`src/logic/dmc_pkg.sv`:
```
/*
  constants, register map and carrier types of the mode-control register bank.
  assumes a single 50 MHz system clock and the 16-bit serial control word.
*/
package dmc_pkg;

  localparam int WORD_BITS = 16;
  localparam int HDR_BITS = 8;
  localparam int DATA_BITS = 8;
  localparam int CNT_BITS = 5;

  localparam logic [6:0] ADDR_OUT_FILT = 7'h13;
  localparam logic [6:0] ADDR_MODE = 7'h14;
  localparam logic [6:0] ADDR_ZERO_EN = 7'h15;
  localparam logic [6:0] ADDR_ZERO_STAT = 7'h16;
  localparam logic [6:0] ADDR_PART = 7'h17;

  localparam logic [7:0] RST_OUT_FILT = 8'h00;
  localparam logic [7:0] RST_MODE = 8'h00;
  localparam logic [7:0] RST_ZERO_EN = 8'h01;
  localparam logic [7:0] RST_ZERO_STAT = 8'h00;

  localparam logic [7:0] MASK_OUT_FILT = 8'hFF;
  localparam logic [7:0] MASK_MODE = 8'h3F;
  localparam logic [7:0] MASK_ZERO_EN = 8'h07;

  localparam int OF_PHASE_REV = 7;
  localparam int OF_ATTEN_RATE = 5;
  localparam int OF_OUT_DIS = 4;
  localparam int OF_RB_EN = 3;
  localparam int OF_STEREO_SEL = 2;
  localparam int OF_ROLLOFF = 1;
  localparam int OF_INZ_MUTE = 0;

  localparam int MD_SOFT_SYSTEM_RESET = 6;
  localparam int MD_DSD = 5;
  localparam int MD_FTHRU = 4;
  localparam int MD_MONO = 3;
  localparam int MD_CHSEL = 2;
  localparam int MD_RATE = 0;

  localparam int ZE_PATTERN = 1;
  localparam int ZE_PCM_EN = 0;

  typedef enum logic [1:0] {
    DMC_RATE_64 = 2'b00,
    DMC_RATE_32 = 2'b01,
    DMC_RATE_128 = 2'b10,
    DMC_RATE_RSV = 2'b11
  } dmc_rate_t;

  typedef enum logic [1:0] {
    DMC_ZP_OFF = 2'b00,
    DMC_ZP_EVEN = 2'b01,
    DMC_ZP_H96 = 2'b10,
    DMC_ZP_H96B = 2'b11
  } dmc_zpat_t;

  typedef struct packed {
    logic rw;
    logic [6:0] addr;
    logic [7:0] data;
  } dmc_word_t;

  typedef struct packed {
    logic phase_reverse;
    logic [1:0] atten_rate;
    logic output_disable;
    logic readback_out_enable;
    logic bypass_stereo_select;
    logic rolloff_select;
    logic infinite_zero_mute_en;
    logic dsd_mode;
    logic filter_through_mode;
    logic mono_mode;
    logic mono_channel_pick;
    dmc_rate_t modulator_rate_sel;
    dmc_zpat_t bitstream_zero_pattern_sel;
    logic pcm_zero_flag_en;
  } dmc_cfg_t;

  typedef struct packed {
    logic pcm_zero;
    logic even_pattern;
    logic pattern_96;
  } dmc_zdet_t;

endpackage

```
`src/logic/dmc_serial_port.sv`:
```
/*
  serial control port: shifts in 16-bit control words msb first and shifts out readback data.
  assumes the control clock is sampled by the system clock, each level lasting at least two cycles.
*/
module dmc_serial_port #(
  parameter int DATA_W = 8
) (
  input wire logic sys_clk_i,
  input wire logic reset_n_i,
  input wire logic ctl_select_n_i,
  input wire logic ctl_clk_i,
  input wire logic ctl_data_i,
  input wire logic [7:0] rd_data_i,
  output logic hdr_valid_o,
  output dmc_pkg::dmc_word_t word_o,
  output logic word_valid_o,
  output logic sdo_o
);

  if (DATA_W != dmc_pkg::DATA_BITS) begin : g_chk
    $error("dmc_serial_port serves 8-bit register data only");
  end

  logic sclk_prev_reg;
  logic [15:0] shift_reg;
  logic [4:0] cnt_reg;
  logic [7:0] out_reg;
  logic rise;
  logic fall;

  assign rise = !ctl_select_n_i && ctl_clk_i && !sclk_prev_reg;
  assign fall = !ctl_select_n_i && !ctl_clk_i && sclk_prev_reg;
  assign word_o = shift_reg;

  always_ff @(posedge sys_clk_i) begin
    if (!reset_n_i) begin
      sclk_prev_reg <= 1'b0;
    end else begin
      sclk_prev_reg <= ctl_clk_i;
    end
  end

  always_ff @(posedge sys_clk_i) begin
    if (!reset_n_i || ctl_select_n_i) begin
      cnt_reg <= 5'h00;
      shift_reg <= 16'h0000;
      hdr_valid_o <= 1'b0;
      word_valid_o <= 1'b0;
    end else begin
      hdr_valid_o <= rise && (cnt_reg == 5'(dmc_pkg::HDR_BITS - 1));
      word_valid_o <= rise && (cnt_reg == 5'(dmc_pkg::WORD_BITS - 1));
      if (rise) begin
        shift_reg <= {shift_reg[14:0], ctl_data_i};
        cnt_reg <= cnt_reg + 5'h01;
      end
    end
  end

  // readback byte is loaded right after the header and shifted out on falling edges
  always_ff @(posedge sys_clk_i) begin
    if (!reset_n_i || ctl_select_n_i) begin
      out_reg <= 8'h00;
      sdo_o <= 1'b0;
    end else if (hdr_valid_o && shift_reg[7]) begin
      out_reg <= rd_data_i;
    end else if (fall && cnt_reg >= 5'(dmc_pkg::HDR_BITS) && shift_reg[4'(cnt_reg - 5'h01)]) begin
      // the direction bit sits one place below the bit count as the word shifts up
      sdo_o <= out_reg[7];
      out_reg <= {out_reg[6:0], 1'b0};
    end
  end

endmodule

```
`src/logic/dmc_zero_flags.sv`:
```
/*
  per-channel zero flag generation for pcm, external filter and bitstream modes.
  assumes the detect inputs come from the audio path in the system clock domain.
*/
module dmc_zero_flags (
  input wire logic sys_clk_i,
  input wire logic reset_n_i,
  input wire logic dsd_mode_i,
  input wire dmc_pkg::dmc_zpat_t pattern_sel_i,
  input wire logic pcm_enable_i,
  input wire dmc_pkg::dmc_zdet_t left_det_i,
  input wire dmc_pkg::dmc_zdet_t right_det_i,
  output logic left_flag_o,
  output logic right_flag_o
);

  function automatic logic pick(input logic dsd, input dmc_pkg::dmc_zpat_t sel, input logic pcm_en,
                                input dmc_pkg::dmc_zdet_t det);
    logic res;
    res = 1'b0;
    if (dsd) begin
      case (sel)
        dmc_pkg::DMC_ZP_EVEN: res = det.even_pattern;
        dmc_pkg::DMC_ZP_H96, dmc_pkg::DMC_ZP_H96B: res = det.pattern_96;
        default: res = 1'b0;
      endcase
    end else begin
      res = pcm_en && det.pcm_zero;
    end
    return res;
  endfunction

  always_ff @(posedge sys_clk_i) begin
    if (!reset_n_i) begin
      left_flag_o <= 1'b0;
      right_flag_o <= 1'b0;
    end else begin
      left_flag_o <= pick(dsd_mode_i, pattern_sel_i, pcm_enable_i, left_det_i);
      right_flag_o <= pick(dsd_mode_i, pattern_sel_i, pcm_enable_i, right_det_i);
    end
  end

endmodule

```
`src/logic/dmc_mode_regs.sv`:
```
/*
  mode-control register bank: output/filter, mode/reset, zero-flag enable, zero status and part code.
  assumes a host on the serial control port and audio-path zero detectors on the system clock.
*/
// How it works
// output disable set forces both analog outputs to bipolar zero
// readback enable routes serial readback data onto the left zero pin
// in bypass mode stereo select picks bitstream inputs, else pcm mono input
// rolloff select: zero sharp, one slow interpolation filter response
// zero-mute enable plus zero on both channels holds outputs at bipolar zero
// zero-detect mute never acts in bitstream mode
// control word msb zero writes, one reads the addressed register
// writing one to system reset gives one reset pulse; bit reads zero
// bitstream mode bit switches audio input from pcm to bitstream
// filter-through bit bypasses internal filter for an external one
// mono bit drives both channels balanced from one input channel
// channel pick acts in mono only: zero left, one right
// two-bit rate field: 64, 32, 128 times, code three reserved
// host avoids 128 times above 100 kHz and gives enough system clock
// in bitstream mode the rate field selects bitstream clock speed
// in bitstream mode pattern field: off, even pattern, or 96 hex pattern
// pcm zero-flag enable defaults one and gates flags in pcm and bypass
// zero status is read-only and mirrors the zero pins, right bit one
// status registers can only be read; writes to them are dropped
// part code register shows a five-bit identifier in its low bits
// reserved bits read zero; reserved rate code keeps the previous rate
module dmc_mode_regs #(
  parameter logic [4:0] PART_CODE = 5'h0A // arbitrary value
) (
  input wire logic sys_clk_i,
  input wire logic reset_n_i,
  input wire logic ctl_select_n_i,
  input wire logic ctl_clk_i,
  input wire logic ctl_data_i,
  input wire dmc_pkg::dmc_zdet_t left_det_i,
  input wire dmc_pkg::dmc_zdet_t right_det_i,
  output dmc_pkg::dmc_cfg_t cfg_o,
  output logic force_bipolar_zero_o,
  output logic soft_system_reset_o,
  output logic use_bitstream_inputs_o,
  output logic mono_right_o,
  output dmc_pkg::dmc_rate_t pcm_rate_sel_o,
  output dmc_pkg::dmc_rate_t bitstream_clock_sel_o,
  output logic left_zero_pin_o,
  output logic right_zero_pin_o
);

  if (PART_CODE === 5'bxxxxx) begin : g_chk
    $error("part code must be a defined value");
  end

  logic [7:0] out_filt_reg;
  logic [7:0] mode_reg;
  logic [7:0] zero_en_reg;
  logic [7:0] rd_data;
  logic hdr_valid;
  logic word_valid;
  dmc_pkg::dmc_word_t word;
  logic serial_readback_out;
  logic left_zero_status;
  logic right_zero_status;
  logic wr_en;
  logic force_next;
  logic [7:0] mode_wr;
  logic [6:0] rd_addr;

  dmc_serial_port #(
    .DATA_W(dmc_pkg::DATA_BITS)
  ) u_port (
    .sys_clk_i(sys_clk_i),
    .reset_n_i(reset_n_i),
    .ctl_select_n_i(ctl_select_n_i),
    .ctl_clk_i(ctl_clk_i),
    .ctl_data_i(ctl_data_i),
    .rd_data_i(rd_data),
    .hdr_valid_o(hdr_valid),
    .word_o(word),
    .word_valid_o(word_valid),
    .sdo_o(serial_readback_out)
  );

  dmc_zero_flags u_zero (
    .sys_clk_i(sys_clk_i),
    .reset_n_i(reset_n_i),
    .dsd_mode_i(cfg_o.dsd_mode),
    .pattern_sel_i(cfg_o.bitstream_zero_pattern_sel),
    .pcm_enable_i(cfg_o.pcm_zero_flag_en),
    .left_det_i(left_det_i),
    .right_det_i(right_det_i),
    .left_flag_o(left_zero_status),
    .right_flag_o(right_zero_status)
  );

  // only direction zero writes; status and part code addresses fall through
  assign wr_en = word_valid && !word.rw;

  // reserved rate code keeps the old rate so the modulator never sees it
  always_comb begin
    mode_wr = word.data & dmc_pkg::MASK_MODE;
    mode_wr[dmc_pkg::MD_SOFT_SYSTEM_RESET] = 1'b0;
    if (word.data[1:0] == dmc_pkg::DMC_RATE_RSV) begin
      mode_wr[1:0] = mode_reg[1:0];
    end
  end

  always_ff @(posedge sys_clk_i) begin
    if (!reset_n_i || soft_system_reset_o) begin
      out_filt_reg <= dmc_pkg::RST_OUT_FILT;
    end else if (wr_en && word.addr == dmc_pkg::ADDR_OUT_FILT) begin
      out_filt_reg <= word.data & dmc_pkg::MASK_OUT_FILT;
    end
  end

  // a reset request drops the rest of the word; the pulse restores defaults anyway
  always_ff @(posedge sys_clk_i) begin
    if (!reset_n_i || soft_system_reset_o) begin
      mode_reg <= dmc_pkg::RST_MODE;
    end else if (wr_en && word.addr == dmc_pkg::ADDR_MODE && !word.data[dmc_pkg::MD_SOFT_SYSTEM_RESET]) begin
      mode_reg <= mode_wr;
    end
  end

  always_ff @(posedge sys_clk_i) begin
    if (!reset_n_i || soft_system_reset_o) begin
      zero_en_reg <= dmc_pkg::RST_ZERO_EN;
    end else if (wr_en && word.addr == dmc_pkg::ADDR_ZERO_EN) begin
      zero_en_reg <= word.data & dmc_pkg::MASK_ZERO_EN;
    end
  end

  always_ff @(posedge sys_clk_i) begin
    if (!reset_n_i) begin
      soft_system_reset_o <= 1'b0;
    end else begin
      soft_system_reset_o <= wr_en && word.addr == dmc_pkg::ADDR_MODE && word.data[dmc_pkg::MD_SOFT_SYSTEM_RESET];
    end
  end

  assign cfg_o.phase_reverse = out_filt_reg[dmc_pkg::OF_PHASE_REV];
  assign cfg_o.atten_rate = out_filt_reg[dmc_pkg::OF_ATTEN_RATE +: 2];
  assign cfg_o.output_disable = out_filt_reg[dmc_pkg::OF_OUT_DIS];
  assign cfg_o.readback_out_enable = out_filt_reg[dmc_pkg::OF_RB_EN];
  assign cfg_o.bypass_stereo_select = out_filt_reg[dmc_pkg::OF_STEREO_SEL];
  assign cfg_o.rolloff_select = out_filt_reg[dmc_pkg::OF_ROLLOFF];
  assign cfg_o.infinite_zero_mute_en = out_filt_reg[dmc_pkg::OF_INZ_MUTE];
  assign cfg_o.dsd_mode = mode_reg[dmc_pkg::MD_DSD];
  assign cfg_o.filter_through_mode = mode_reg[dmc_pkg::MD_FTHRU];
  assign cfg_o.mono_mode = mode_reg[dmc_pkg::MD_MONO];
  assign cfg_o.mono_channel_pick = mode_reg[dmc_pkg::MD_CHSEL];
  assign cfg_o.modulator_rate_sel = dmc_pkg::dmc_rate_t'(mode_reg[dmc_pkg::MD_RATE +: 2]);
  assign cfg_o.bitstream_zero_pattern_sel = dmc_pkg::dmc_zpat_t'(zero_en_reg[dmc_pkg::ZE_PATTERN +: 2]);
  assign cfg_o.pcm_zero_flag_en = zero_en_reg[dmc_pkg::ZE_PCM_EN];

  // the byte is loaded after eight bits, when the address still sits in the low byte
  assign rd_addr = word.data[6:0];

  // readback mux, reserved bits zero
  always_comb begin
    if (rd_addr == dmc_pkg::ADDR_OUT_FILT) begin
      rd_data = out_filt_reg;
    end else if (rd_addr == dmc_pkg::ADDR_MODE) begin
      rd_data = mode_reg;
    end else if (rd_addr == dmc_pkg::ADDR_ZERO_EN) begin
      rd_data = zero_en_reg;
    end else if (rd_addr == dmc_pkg::ADDR_ZERO_STAT) begin
      rd_data = {6'h00, right_zero_status, left_zero_status};
    end else if (rd_addr == dmc_pkg::ADDR_PART) begin
      rd_data = {3'h0, PART_CODE};
    end else begin
      rd_data = 8'h00;
    end
  end

  // zero-detect mute is off in bitstream mode since the detector there is pattern based
  assign force_next = cfg_o.output_disable
    || (cfg_o.infinite_zero_mute_en && !cfg_o.dsd_mode
        && left_det_i.pcm_zero && right_det_i.pcm_zero);

  always_ff @(posedge sys_clk_i) begin
    if (!reset_n_i) begin
      force_bipolar_zero_o <= 1'b0;
    end else begin
      force_bipolar_zero_o <= force_next;
    end
  end

  always_ff @(posedge sys_clk_i) begin
    if (!reset_n_i) begin
      use_bitstream_inputs_o <= 1'b0;
      mono_right_o <= 1'b0;
      pcm_rate_sel_o <= dmc_pkg::DMC_RATE_64;
      bitstream_clock_sel_o <= dmc_pkg::DMC_RATE_64;
    end else begin
      use_bitstream_inputs_o <= cfg_o.dsd_mode
        || (cfg_o.filter_through_mode && cfg_o.bypass_stereo_select);
      mono_right_o <= cfg_o.mono_mode && cfg_o.mono_channel_pick;
      if (cfg_o.dsd_mode) begin
        bitstream_clock_sel_o <= cfg_o.modulator_rate_sel;
      end else begin
        pcm_rate_sel_o <= cfg_o.modulator_rate_sel;
      end
    end
  end

  // the status register mirrors the flag levels, the left pin may carry readback instead
  assign left_zero_pin_o = cfg_o.readback_out_enable ? serial_readback_out : left_zero_status;
  assign right_zero_pin_o = right_zero_status;
endmodule

```
`config.mk`:
```
export PLATFORM = sky130hd
export DESIGN_NAME = dmc_mode_regs
export DESIGN_NICKNAME = d
export VERILOG_FILES = /design/src/logic/dmc_pkg.sv /design/src/logic/dmc_serial_port.sv /design/src/logic/dmc_zero_flags.sv /design/src/logic/dmc_mode_regs.sv
export SDC_FILE = /design/constraint.sdc
export NUM_CORES = 1
export LEC_CHECK = 0
export BUFFER_PORTS_ARGS = -buffer_cell sky130_fd_sc_hd__buf_2
export CAP_MARGIN = 40
export CORE_MARGIN = 1.5
export CORE_UTILIZATION = 57
export DETAILED_ROUTE_END_ITERATION = 12
export GPL_TIMING_DRIVEN = 0
export MAX_ROUTING_LAYER = met4
export PLACE_DENSITY = 0.82
export SLEW_MARGIN = 20
export SYNTH_ARGS = -nofsm -noshare
export SYNTH_HDL_FRONTEND = slang
export SYNTH_SLANG_ARGS = --single-unit
```
`constraint.sdc`:
```
create_clock -name sys_clk_i -period 3.05 [get_ports sys_clk_i]
set_input_delay 0.1525 -clock sys_clk_i [delete_from_list [all_inputs] [get_ports sys_clk_i]]
set_output_delay 0.1525 -clock sys_clk_i [all_outputs]
set_load 0.005 [all_outputs]
```
==> results of run 1 <==
-- synth_stat cells (all sizes together), types with 2 or more instances --
library cell / n
nand2: 54
a21oi: 21
a22oi: 3
nor3: 5
ha: 4
nor4b: 2
nand3: 3
dfxtp: 60
and3: 2
nor2: 31
xor2: 2
xnor2: 2
mux2i: 33
nor3b: 2
mux4: 4
buf: 5
clkbuf: 17
o21ai: 10
nor2b: 9
and2: 3
nand2b: 3
nand4b: 3
a211oi: 4
o22ai: 2
a221oi: 2
inv: 6
-- report_power, final --
group          internal, uW  switching [uW]
logic                  19.8            36.5
clock network           439             308
registers               787            2.15
total                  1250             347
-- stage by stage --
step | hold WS, ns | worst slack (ns)
after CTS | 0.0521 | 0.360
after global placement | 0.398 | 0.393
after detailed placement | 0.407 | 0.379
final | 0.0598 | 0.383
after global routing | 0.0767 | 0.206
after floorplan | 0.272 | 0.596
-- worst max-delay path by stage --
stage	from	end	slack, ns	cells past startpoint
global placement	u_port.cnt_reg[0]	u_port.out_reg[5]	0.39	11
floorplan	u_port.cnt_reg[0]	u_port.sdo_o	0.60	11
global route	u_port.cnt_reg[0]	u_port.out_reg[1]	0.21	11
CTS	u_port.cnt_reg[0]	u_port.sdo_o	0.36	11
detailed placement	u_port.cnt_reg[0]	u_port.out_reg[1]	0.38	11
finish	u_port.cnt_reg[0]	u_port.sdo_o	0.38	11
-- placed cells by master (no fill, tap or decap), types with 9 or more instances in the layout --
master	synthesis	layout
buf_2	1	38
nor2b_1	9	9
a21oi_1	21	21
nand2_1	54	54
clkbuf_1	17	17
o21ai_0	10	10
mux2i_1	33	33
clkbuf_8	0	12
dfxtp_1	60	60
nor2_1	31	31
-- layout make-up --
cell class	count	area (um^2)
clock buffer	12	165
fill	379	1480
timing repair buffer	37	185
buffer	22	103
tap	54	67.6
inverter	6	22.5
clock inverter	3	45.0
sequential	60	1200
multi-input combinational	220	1420
-- routing by layer --
| metal | track usage [%] | part of all wire, % |
|---|---|---|
| met5 | - | 0 |
| met4 | 13.4 | 2.8 |
| met3 | 7.08 | 7.6 |
| met2 | 38.7 | 45 |
| met1 | 34.3 | 45 |
-- worst max-delay path, delay by kind of cell, from the launching register on --
family,cells,cell delay (ns)
buffers and inverters,4,0.64
flip-flops,1,0.33
AND/OR/NAND/NOR,1,0.17
adder cells (fa/ha/maj),1,0.29
multiplexers,2,0.63
AO/OA/AOI/OAI,3,0.49
-- cell families (layout without fill, tap and decap cells) --
logic type	Yosys count	in the layout
xor+xnor	4	4
mux	38	38
simple gates	125	125
flops	60	60
buf+inv	28	80
compound gates	49	49
fa+ha+maj	4	4
==> results.yml, run 1 <==
logic_synthesis:
  syn_nets: 323
  synth-xor-area-share_pct: 1.55
  ys_ff_latch: 60
  synth_top_family_by_area: "simple AND/OR/NAND/NOR gates"
  synth_top_area_share_pct: 43.8
  yosys.area.top_type: "dfxtp_1"
  synth.avg_cell_area_um2: 8.91
  syn_inst: 308
  synth-simple-area-share_pct: 21.4
  synthAdderAreaFrac_pct: 1.82
  seq_area_frac_synth_pct: 43.8
  netlist_top_cells_area: "dfxtp_1 44%, mux2i_1 12%, nand2_1 7.4%, nor2_1 4.2%, a21oi_1 3.8%"
  ys_types: 46
  yosysWarnings: 0
  synth-edff-count: 0
  synth_area_mm2: 0.00275
  synthMuxAreaShare_pct: 16.0
  synth-compound-area-share_pct: 10.9
  async_flop_share_pct: 0
  synthFlopType: "dfxtp_1"
run:
  cap_violations: 0
placed_design:
  io_buffers: 37
  placed_area_mm2: 0.00300
  dp_hpwl_mm: 4.44
  placed_cells: 399
  place_congestion: 0.838
clocking:
  cts_tree: "built"
  path_clk_slew_ns: 0.06
  cts_buffer_depth: 2
  clk_latency_ns: 0.34
  cts_resized: 0
  cts_setup_buffers: 0
  h-tree-depth: 3
  cts_inserted_buffers: 9
  root_buffer: "clkbuf_8"
  cts.sinks: 60
  cts_hold_buf: 0
setup_path:
  reg2reg_depth: 11
  crit_chain: "buf_2, inv_1, ha_1, buf_4, mux2i_1, mux4_1, and2_1, o22ai_1, buf_6, a21oi_1, a41o_2"
  reg2reg_to: "u_port.sdo_o"
  cp-start-kind: "flop"
  r2r_start: "u_port.cnt_reg[0]"
  cp_slowest_cell: "mux4_1"
  path_max_fanout: 10
  crit_type: "reg -> reg"
  cp_data_arrival_time_ns: 2.90
  crit_path_end_kind: "flop"
  r2r_slack_ns: 0.38
  critPathMaxStageDelay_ns: 0.49
  crit_required_ns: 3.29
sta:
  maxSlewHeadroom_pct: 56.3
  fmax_mhz: 375
  worst_slew_pin_slew_ns: 0.650
  setup_viol: 0
  final.setup.tns_ns: 0
  rsz0062_at_grt: "no"
  clock_skew_ns: 0.00800
  hold_viol: 0
  fin_crit_sh_pct: 87.4
  final_max_slew_viol_count: 0
  period_needed_ns: 2.67
final_layout:
  num_antenna_cells: 0
  fin_cells: 414
  drive_gt1_share_pct: 18.1
  postLayoutCoreUtil_pct: 68.4
  area_growth_pct: 16.9
  fin_area_mm2: 0.00321
  layout.nets: 371
  largest_register_ff_count: 16
route:
  wire_per_inst_um: 15.4
  ant_nets: 0
  drt_iter0_drc: 163
  num_vias: 2424
  drc: 0
  wl_mm: 6.37
  drt_first_pass_iters: 5
  avgViaCountPerCell: 5.86
worst_hold_path:
  min_from: "ctl_clk_i"
  hp-class: "in -> reg"
  hold_depth: 2
  holdPathEnd: "u_port.sclk_prev_reg"
power:
  ir_drop_v: 0.000323
  power_uw: 1590
  p_per_area_mw_per_mm2: 497
  p_leak_uw: 0.00128
global_route:
  grt_pass1_vias: 2206
  grt_max_degree: 11
  grt.overflow.total: 0
  grtUsageTotal_pct: 26.6
  grt_antenna_before_repair: 0
  grt_pass1_wl_mm: 10.3
outcome:
  status: "complete, no violations"
floorplan:
  start_util_pct: 58.5
  rows: 25
  die_h_um: 72.4
  fp.dieW_um: 72.4
  die-area_mm2: 0.00524
  core_area_mm2: 0.00469
  ios: 38
Power figures use the tool's default switching activity.
==> inputs of run 2 (changes only) <==
--- a/config.mk
+++ b/config.mk
@@ -12,7 +12,7 @@
 export DETAILED_ROUTE_END_ITERATION = 12
 export GPL_TIMING_DRIVEN = 0
 export MAX_ROUTING_LAYER = met4
-export PLACE_DENSITY = 0.82
+export PLACE_DENSITY = 0.79
 export SLEW_MARGIN = 20
 export SYNTH_ARGS = -nofsm -noshare
 export SYNTH_HDL_FRONTEND = slang
==> run 2 against run 1 <==
First-iteration DRC count shrank 20%. Fmax down 2.3%. Global-route usage shrank 0.71 points. Critical path type unchanged. Combinational power shrank 1%. Clock-buffer cell count decreased by 3. Clock power is 15% lower.
==> results.yml, run 2 (synthesis results as in run 1) <==
sta:
  worst_slew_pin_slew_ns: 0.647
  fmax_mhz: 366
  fin_ws_ns: 0.321
  rsz0062_at_grt: "no"
  fin_crit_sh_pct: 89.5
  final.setup.tns_ns: 0
  clock_skew_ns: 0.0115
  period_needed_ns: 2.73
  final_max_slew_viol_count: 0
  setup_viol: 0
  maxSlewHeadroom_pct: 56.8
  hold_viol: 0
route:
  avgViaCountPerCell: 5.66
  maxUsedRoutingLayer: "met4"
  wl_met3_um: 356
  ant_nets: 0
  drt-met1-wl_mm: 2.88
  num_vias: 2348
  wl_met2_mm: 2.76
  wire_per_inst_um: 14.7
  drt_first_pass_iters: 4
  wl_mm: 6.11
  drt_iter0_drc: 130
  drc: 0
power:
  p_clk_share_pct: 42.9
  swShare_pct: 25.3
  power.internal_uw: 1100
  p_leak_uw: 0.00127
  ir_drop_v: 0.000266
  p_sw_uw: 374
  p_comb_share_pct: 3.8
  p_per_area_mw_per_mm2: 466
  p_seq_share_pct: 53.3
clocking:
  cts_tree: "built"
  cts_inserted_buffers: 9
  path_clk_slew_ns: 0.08
  cts_resized: 0
  cts_setup_buffers: 0
  root_buffer: "clkbuf_8"
  cts_buffer_depth: 2
  clk_latency_ns: 0.35
  cts_hold_buf: 0
  h-tree-depth: 3
  cts.sinks: 60
global_route:
  grt_pass1_wl_mm: 10.0
  grtUsageTotal_pct: 25.9
  grt_pass1_vias: 2098
  grt_max_degree: 13
  grt.overflow.total: 0
  grt_antenna_before_repair: 0
final_layout:
  layout_commonest_cell: "dfxtp_1"
  largest_register_ff_count: 16
  regArea_mm2: 0.00120
  final_cell_mix: "60 x dfxtp_1, 54 x nand2_1, 38 x buf_2, 33 x mux2i_1, 31 x nor2_1"
  fin_cells: 415
  drive_gt1_share_pct: 18.3
  num_antenna_cells: 0
  area_growth_pct: 15.6
  fillCellCount: 388
  multi_input_area_mm2: 0.00142
  postLayoutCoreUtil_pct: 67.6
  layout.nets: 371
outcome:
  status: "complete, no violations"
setup_path:
  reg2reg_depth: 11
  crit_type: "reg -> reg"
  crit_required_ns: 3.27
  reg2reg_to: "u_port.out_reg[5]"
  critPathBufInv: 4
  r2r_start: "u_port.cnt_reg[0]"
  crit_family: "multiplexers"
  cpMostUsedCell: "mux2i_1"
  r2r_slack_ns: 0.32
  cp-start-kind: "flop"
  cp_slowest_cell: "mux4_1"
  cp_data_arrival_time_ns: 2.95
  critPathMaxStageDelay_ns: 0.50
  crit_path_end_kind: "flop"
  crit_chain: "buf_2, inv_1, ha_1, buf_4, mux2i_1, mux4_1, and2_1, o22ai_1, buf_6, mux2i_1, a211oi_1"
  path_max_fanout: 10
worst_hold_path:
  hold_depth: 2
  holdPathEnd: "u_port.sclk_prev_reg"
  min_from: "ctl_clk_i"
  hp-class: "in -> reg"
floorplan:
  start_util_pct: 58.5
  die-area_mm2: 0.00524
  ios: 38
  die_h_um: 72.4
  core_area_mm2: 0.00469
  fp.dieW_um: 72.4
  rows: 25
run:
  cap_violations: 0
placed_design:
  place_congestion: 0.843
  placed_cells: 399
  io_buffers: 37
  dp_hpwl_mm: 4.42
  dp_slack_ns: 0.328
run 2: cell count changes in the layout (fill, tap and decap cells not counted):
cell / change
clkbuf_8: -3
clkinv_4: +1
bufinv_16: -1
clkinv_2: +2
inv_6: +2
run 2: power by group through the flow:
stage	logic [uW]	clock network (uW)	registers (uW)
after floorplan	35.0	0	806
after global placement	54.3	0	806
after detailed placement	55.5	0	806
after CTS	55.6	644	788
after global routing	61.3	681	788
final	55.6	634	788
run 2: worst max path at each step:
stage               depth (start not counted)  slack [ns]                 to              start
floorplan                                  11        0.60       u_port.sdo_o  u_port.cnt_reg[0]
global placement                           11        0.41  u_port.out_reg[5]  u_port.cnt_reg[0]
detailed placement                         11        0.33  u_port.out_reg[5]  u_port.cnt_reg[0]
CTS                                        11        0.31  u_port.out_reg[5]  u_port.cnt_reg[0]
global route                               11        0.19  u_port.out_reg[5]  u_port.cnt_reg[0]
finish                                     11        0.32  u_port.out_reg[5]  u_port.cnt_reg[0]
run 2: final cells by class:
| class | instances | share of cell area [%] |
|---|---|---|
| Inverter | 6 | 0.710 |
| Clock buffer | 9 | 3.90 |
| Buffer | 22 | 3.23 |
| Tap cell | 54 | 2.13 |
| Sequential cell | 60 | 37.9 |
| Timing Repair Buffer | 37 | 5.84 |
| Clock inverter | 7 | 1.62 |
| Multi-Input combinational cell | 220 | 44.7 |
run 2: per-stage QoR:
| step | hold slack (ns) | area [um^2] | total power (uW) |
|---|---|---|---|
| final | 0.0544 | 3170 | 1480 |
| after global routing | 0.0444 | 3170 | 1530 |
| after CTS | 0.0508 | 3170 | 1490 |
| after detailed placement | 0.404 | 3000 | 862 |
| after global placement | 0.401 | 3000 | 861 |
| after floorplan | 0.272 | 2750 | 841 |
run 2: worst reg2reg max path, cell delays in order (launching register included):
cell      delay, ns
dfxtp_1        0.33
buf_2          0.21
inv_1          0.09
ha_1           0.29
buf_4          0.17
mux2i_1        0.15
mux4_1         0.50
and2_1         0.17
o22ai_1        0.18
buf_6          0.20
mux2i_1        0.23
a211oi_1       0.09
run 2: metal layers:
| metal | vias up | track usage [%] |
|---|---|---|
| li1 | 1159 | - |
| met1 | 1109 | 34.8 |
| met2 | 65 | 36.6 |
| met3 | 15 | 8.61 |
| met4 | 0 | 9.01 |
| met5 | - | - |
==> inputs of run 3 (changes only) <==
--- a/config.mk
+++ b/config.mk
@@ -12,7 +12,7 @@
 export DETAILED_ROUTE_END_ITERATION = 12
 export GPL_TIMING_DRIVEN = 0
 export MAX_ROUTING_LAYER = met4
-export PLACE_DENSITY = 0.79
+export PLACE_DENSITY_LB_ADDON = 0.2
 export SLEW_MARGIN = 20
 export SYNTH_ARGS = -nofsm -noshare
 export SYNTH_HDL_FRONTEND = slang
==> run 3 against run 2 <==
Sequential power is essentially flat. Core utilization up 0.59 points. Via count fell by 0.68%. Critical endpoint unchanged. Die area unchanged. Wire length up 1.4%. Critical path depth unchanged. Critical path type unchanged. Global-route usage increased by 0.46 points. Largest power group unchanged. Sequential cell count stayed put. Non-clock buffer count did not move.
==> results.yml, run 3 (synthesis results as in run 1) <==
setup_path:
  crit_type: "reg -> reg"
  startpoint: "u_port.cnt_reg[0]"
  reg2reg_to: "u_port.out_reg[5]"
  crit_end: "u_port.out_reg[5]"
  cp_data_arrival_time_ns: 2.92
  reg2reg_depth: 11
  critPathMaxStageDelay_ns: 0.52
  r2r_slack_ns: 0.34
  crit_chain: "buf_2, inv_1, ha_1, buf_4, mux2i_1, mux4_1, and2_1, o22ai_1, buf_6, mux2i_1, a211oi_1"
  crit_required_ns: 3.25
  cp.depth: 11
  path_max_fanout: 10
  cp_slowest_cell: "mux4_1"
  cpMostUsedCell: "mux2i_1"
  cp-start-kind: "flop"
  crit_path_end_kind: "flop"
  r2r_start: "u_port.cnt_reg[0]"
  critPathBufInv: 4
  crit_family: "multiplexers"
clocking:
  cts.sinks: 60
  cts_hold_buf: 0
  cts_tree: "built"
  cts_resized: 0
  h-tree-depth: 3
  cts_setup_buffers: 0
  clk_latency_ns: 0.33
  path_clk_slew_ns: 0.07
  cts_buffer_depth: 2
  root_buffer: "clkbuf_8"
  cts_inserted_buffers: 9
final_layout:
  drive_gt1_share_pct: 18.0
  fillCellCount: 380
  postLayoutCoreUtil_pct: 68.2
  layout_commonest_cell: "dfxtp_1"
  layout.nets: 371
  largest_register_ff_count: 16
  final_cell_mix: "60 x dfxtp_1, 54 x nand2_1, 38 x buf_2, 33 x mux2i_1, 31 x nor2_1"
  num_antenna_cells: 0
  area_growth_pct: 16.6
sta:
  rsz0062_at_grt: "no"
  setup_viol: 0
  fin_crit_sh_pct: 89.0
  clock_skew_ns: 0.00569
  final.setup.tns_ns: 0
  final_max_slew_viol_count: 0
  worst_slew_pin_slew_ns: 0.649
  maxSlewHeadroom_pct: 56.1
  period_needed_ns: 2.71
  fmax_mhz: 369
  hold_viol: 0
global_route:
  grt_pass1_wl_mm: 10.2
  grt_antenna_before_repair: 0
  grtUsageTotal_pct: 26.4
  grt.overflow.total: 0
  grt_max_degree: 11
  grt_pass1_vias: 2099
placed_design:
  place_congestion: 0.856
  dp_hpwl_mm: 4.40
  io_buffers: 37
outcome:
  status: "complete, no violations"
floorplan:
  die-area_mm2: 0.00524
  rows: 25
  ios: 38
  fp.dieW_um: 72.4
  core_area_mm2: 0.00469
  die_h_um: 72.4
  start_util_pct: 58.5
route:
  avgViaCountPerCell: 5.62
  drc: 0
  ant_nets: 0
  wl_mm: 6.19
  num_vias: 2332
  drt_iter0_drc: 133
  drt_first_pass_iters: 4
  wire_per_inst_um: 14.9
power:
  p_per_area_mw_per_mm2: 491
  ir_drop_v: 0.000327
  p_leak_uw: 0.00128
worst_hold_path:
  hold_depth: 3
  hp-class: "in -> reg"
run:
  cap_violations: 0
## run 3: layout make-up
type / instances / area (um^2) / share of cell area (%)
inverter: 6 / 22.5 / 0.704
clock inverter: 4 / 47.5 / 1.49
multi-input combinational: 220 / 1420 / 44.3
tap: 54 / 67.6 / 2.11
clock buffer: 12 / 155 / 4.85
buffer: 22 / 103 / 3.21
sequential: 60 / 1200 / 37.5
timing repair buffer: 37 / 185 / 5.79
## run 3: routing by layer
| layer | wire length (um) | track usage, % |
|---|---|---|
| met3 | 243 | 4.86 |
| met5 | 0 | - |
| met4 | 143 | 13.4 |
| met2 | 2740 | 37.3 |
| met1 | 3060 | 36.2 |
## run 3: power breakdown
group          total, uW  switching [uW]  internal, uW
logic               56.3            36.5          19.8
registers            789            2.17           787
clock network        727             308           419
total               1570             346          1230
## run 3: worst min-delay path: stages
cell,delay [ns]
buf_2,0.10
nand2_1,0.05
a21oi_1,0.05
## run 3: worst min path at each step
stage / start / to / slack (ns)
floorplan: reset_n_i / u_port.hdr_valid_o / 0.27
global placement: ctl_clk_i / u_port.sclk_prev_reg / 0.40
detailed placement: ctl_clk_i / u_port.sclk_prev_reg / 0.41
CTS: ctl_data_i / u_port.word_o[0] / 0.06
global route: ctl_data_i / u_port.word_o[0] / 0.07
finish: ctl_data_i / u_port.word_o[0] / 0.07
## run 3: through the flow
step	hold WS, ns	setup slack (ns)	cells	power (uW)	cell area [um^2]
finish	0.0657	0.336	415	1570	3200
global route	0.0662	0.110	415	1610	3200
CTS	0.0566	0.311	415	1580	3200
detailed placement	0.407	0.346	399	862	3000
global placement	0.404	0.407	399	861	3000
floorplan	0.272	0.596	308	841	2750
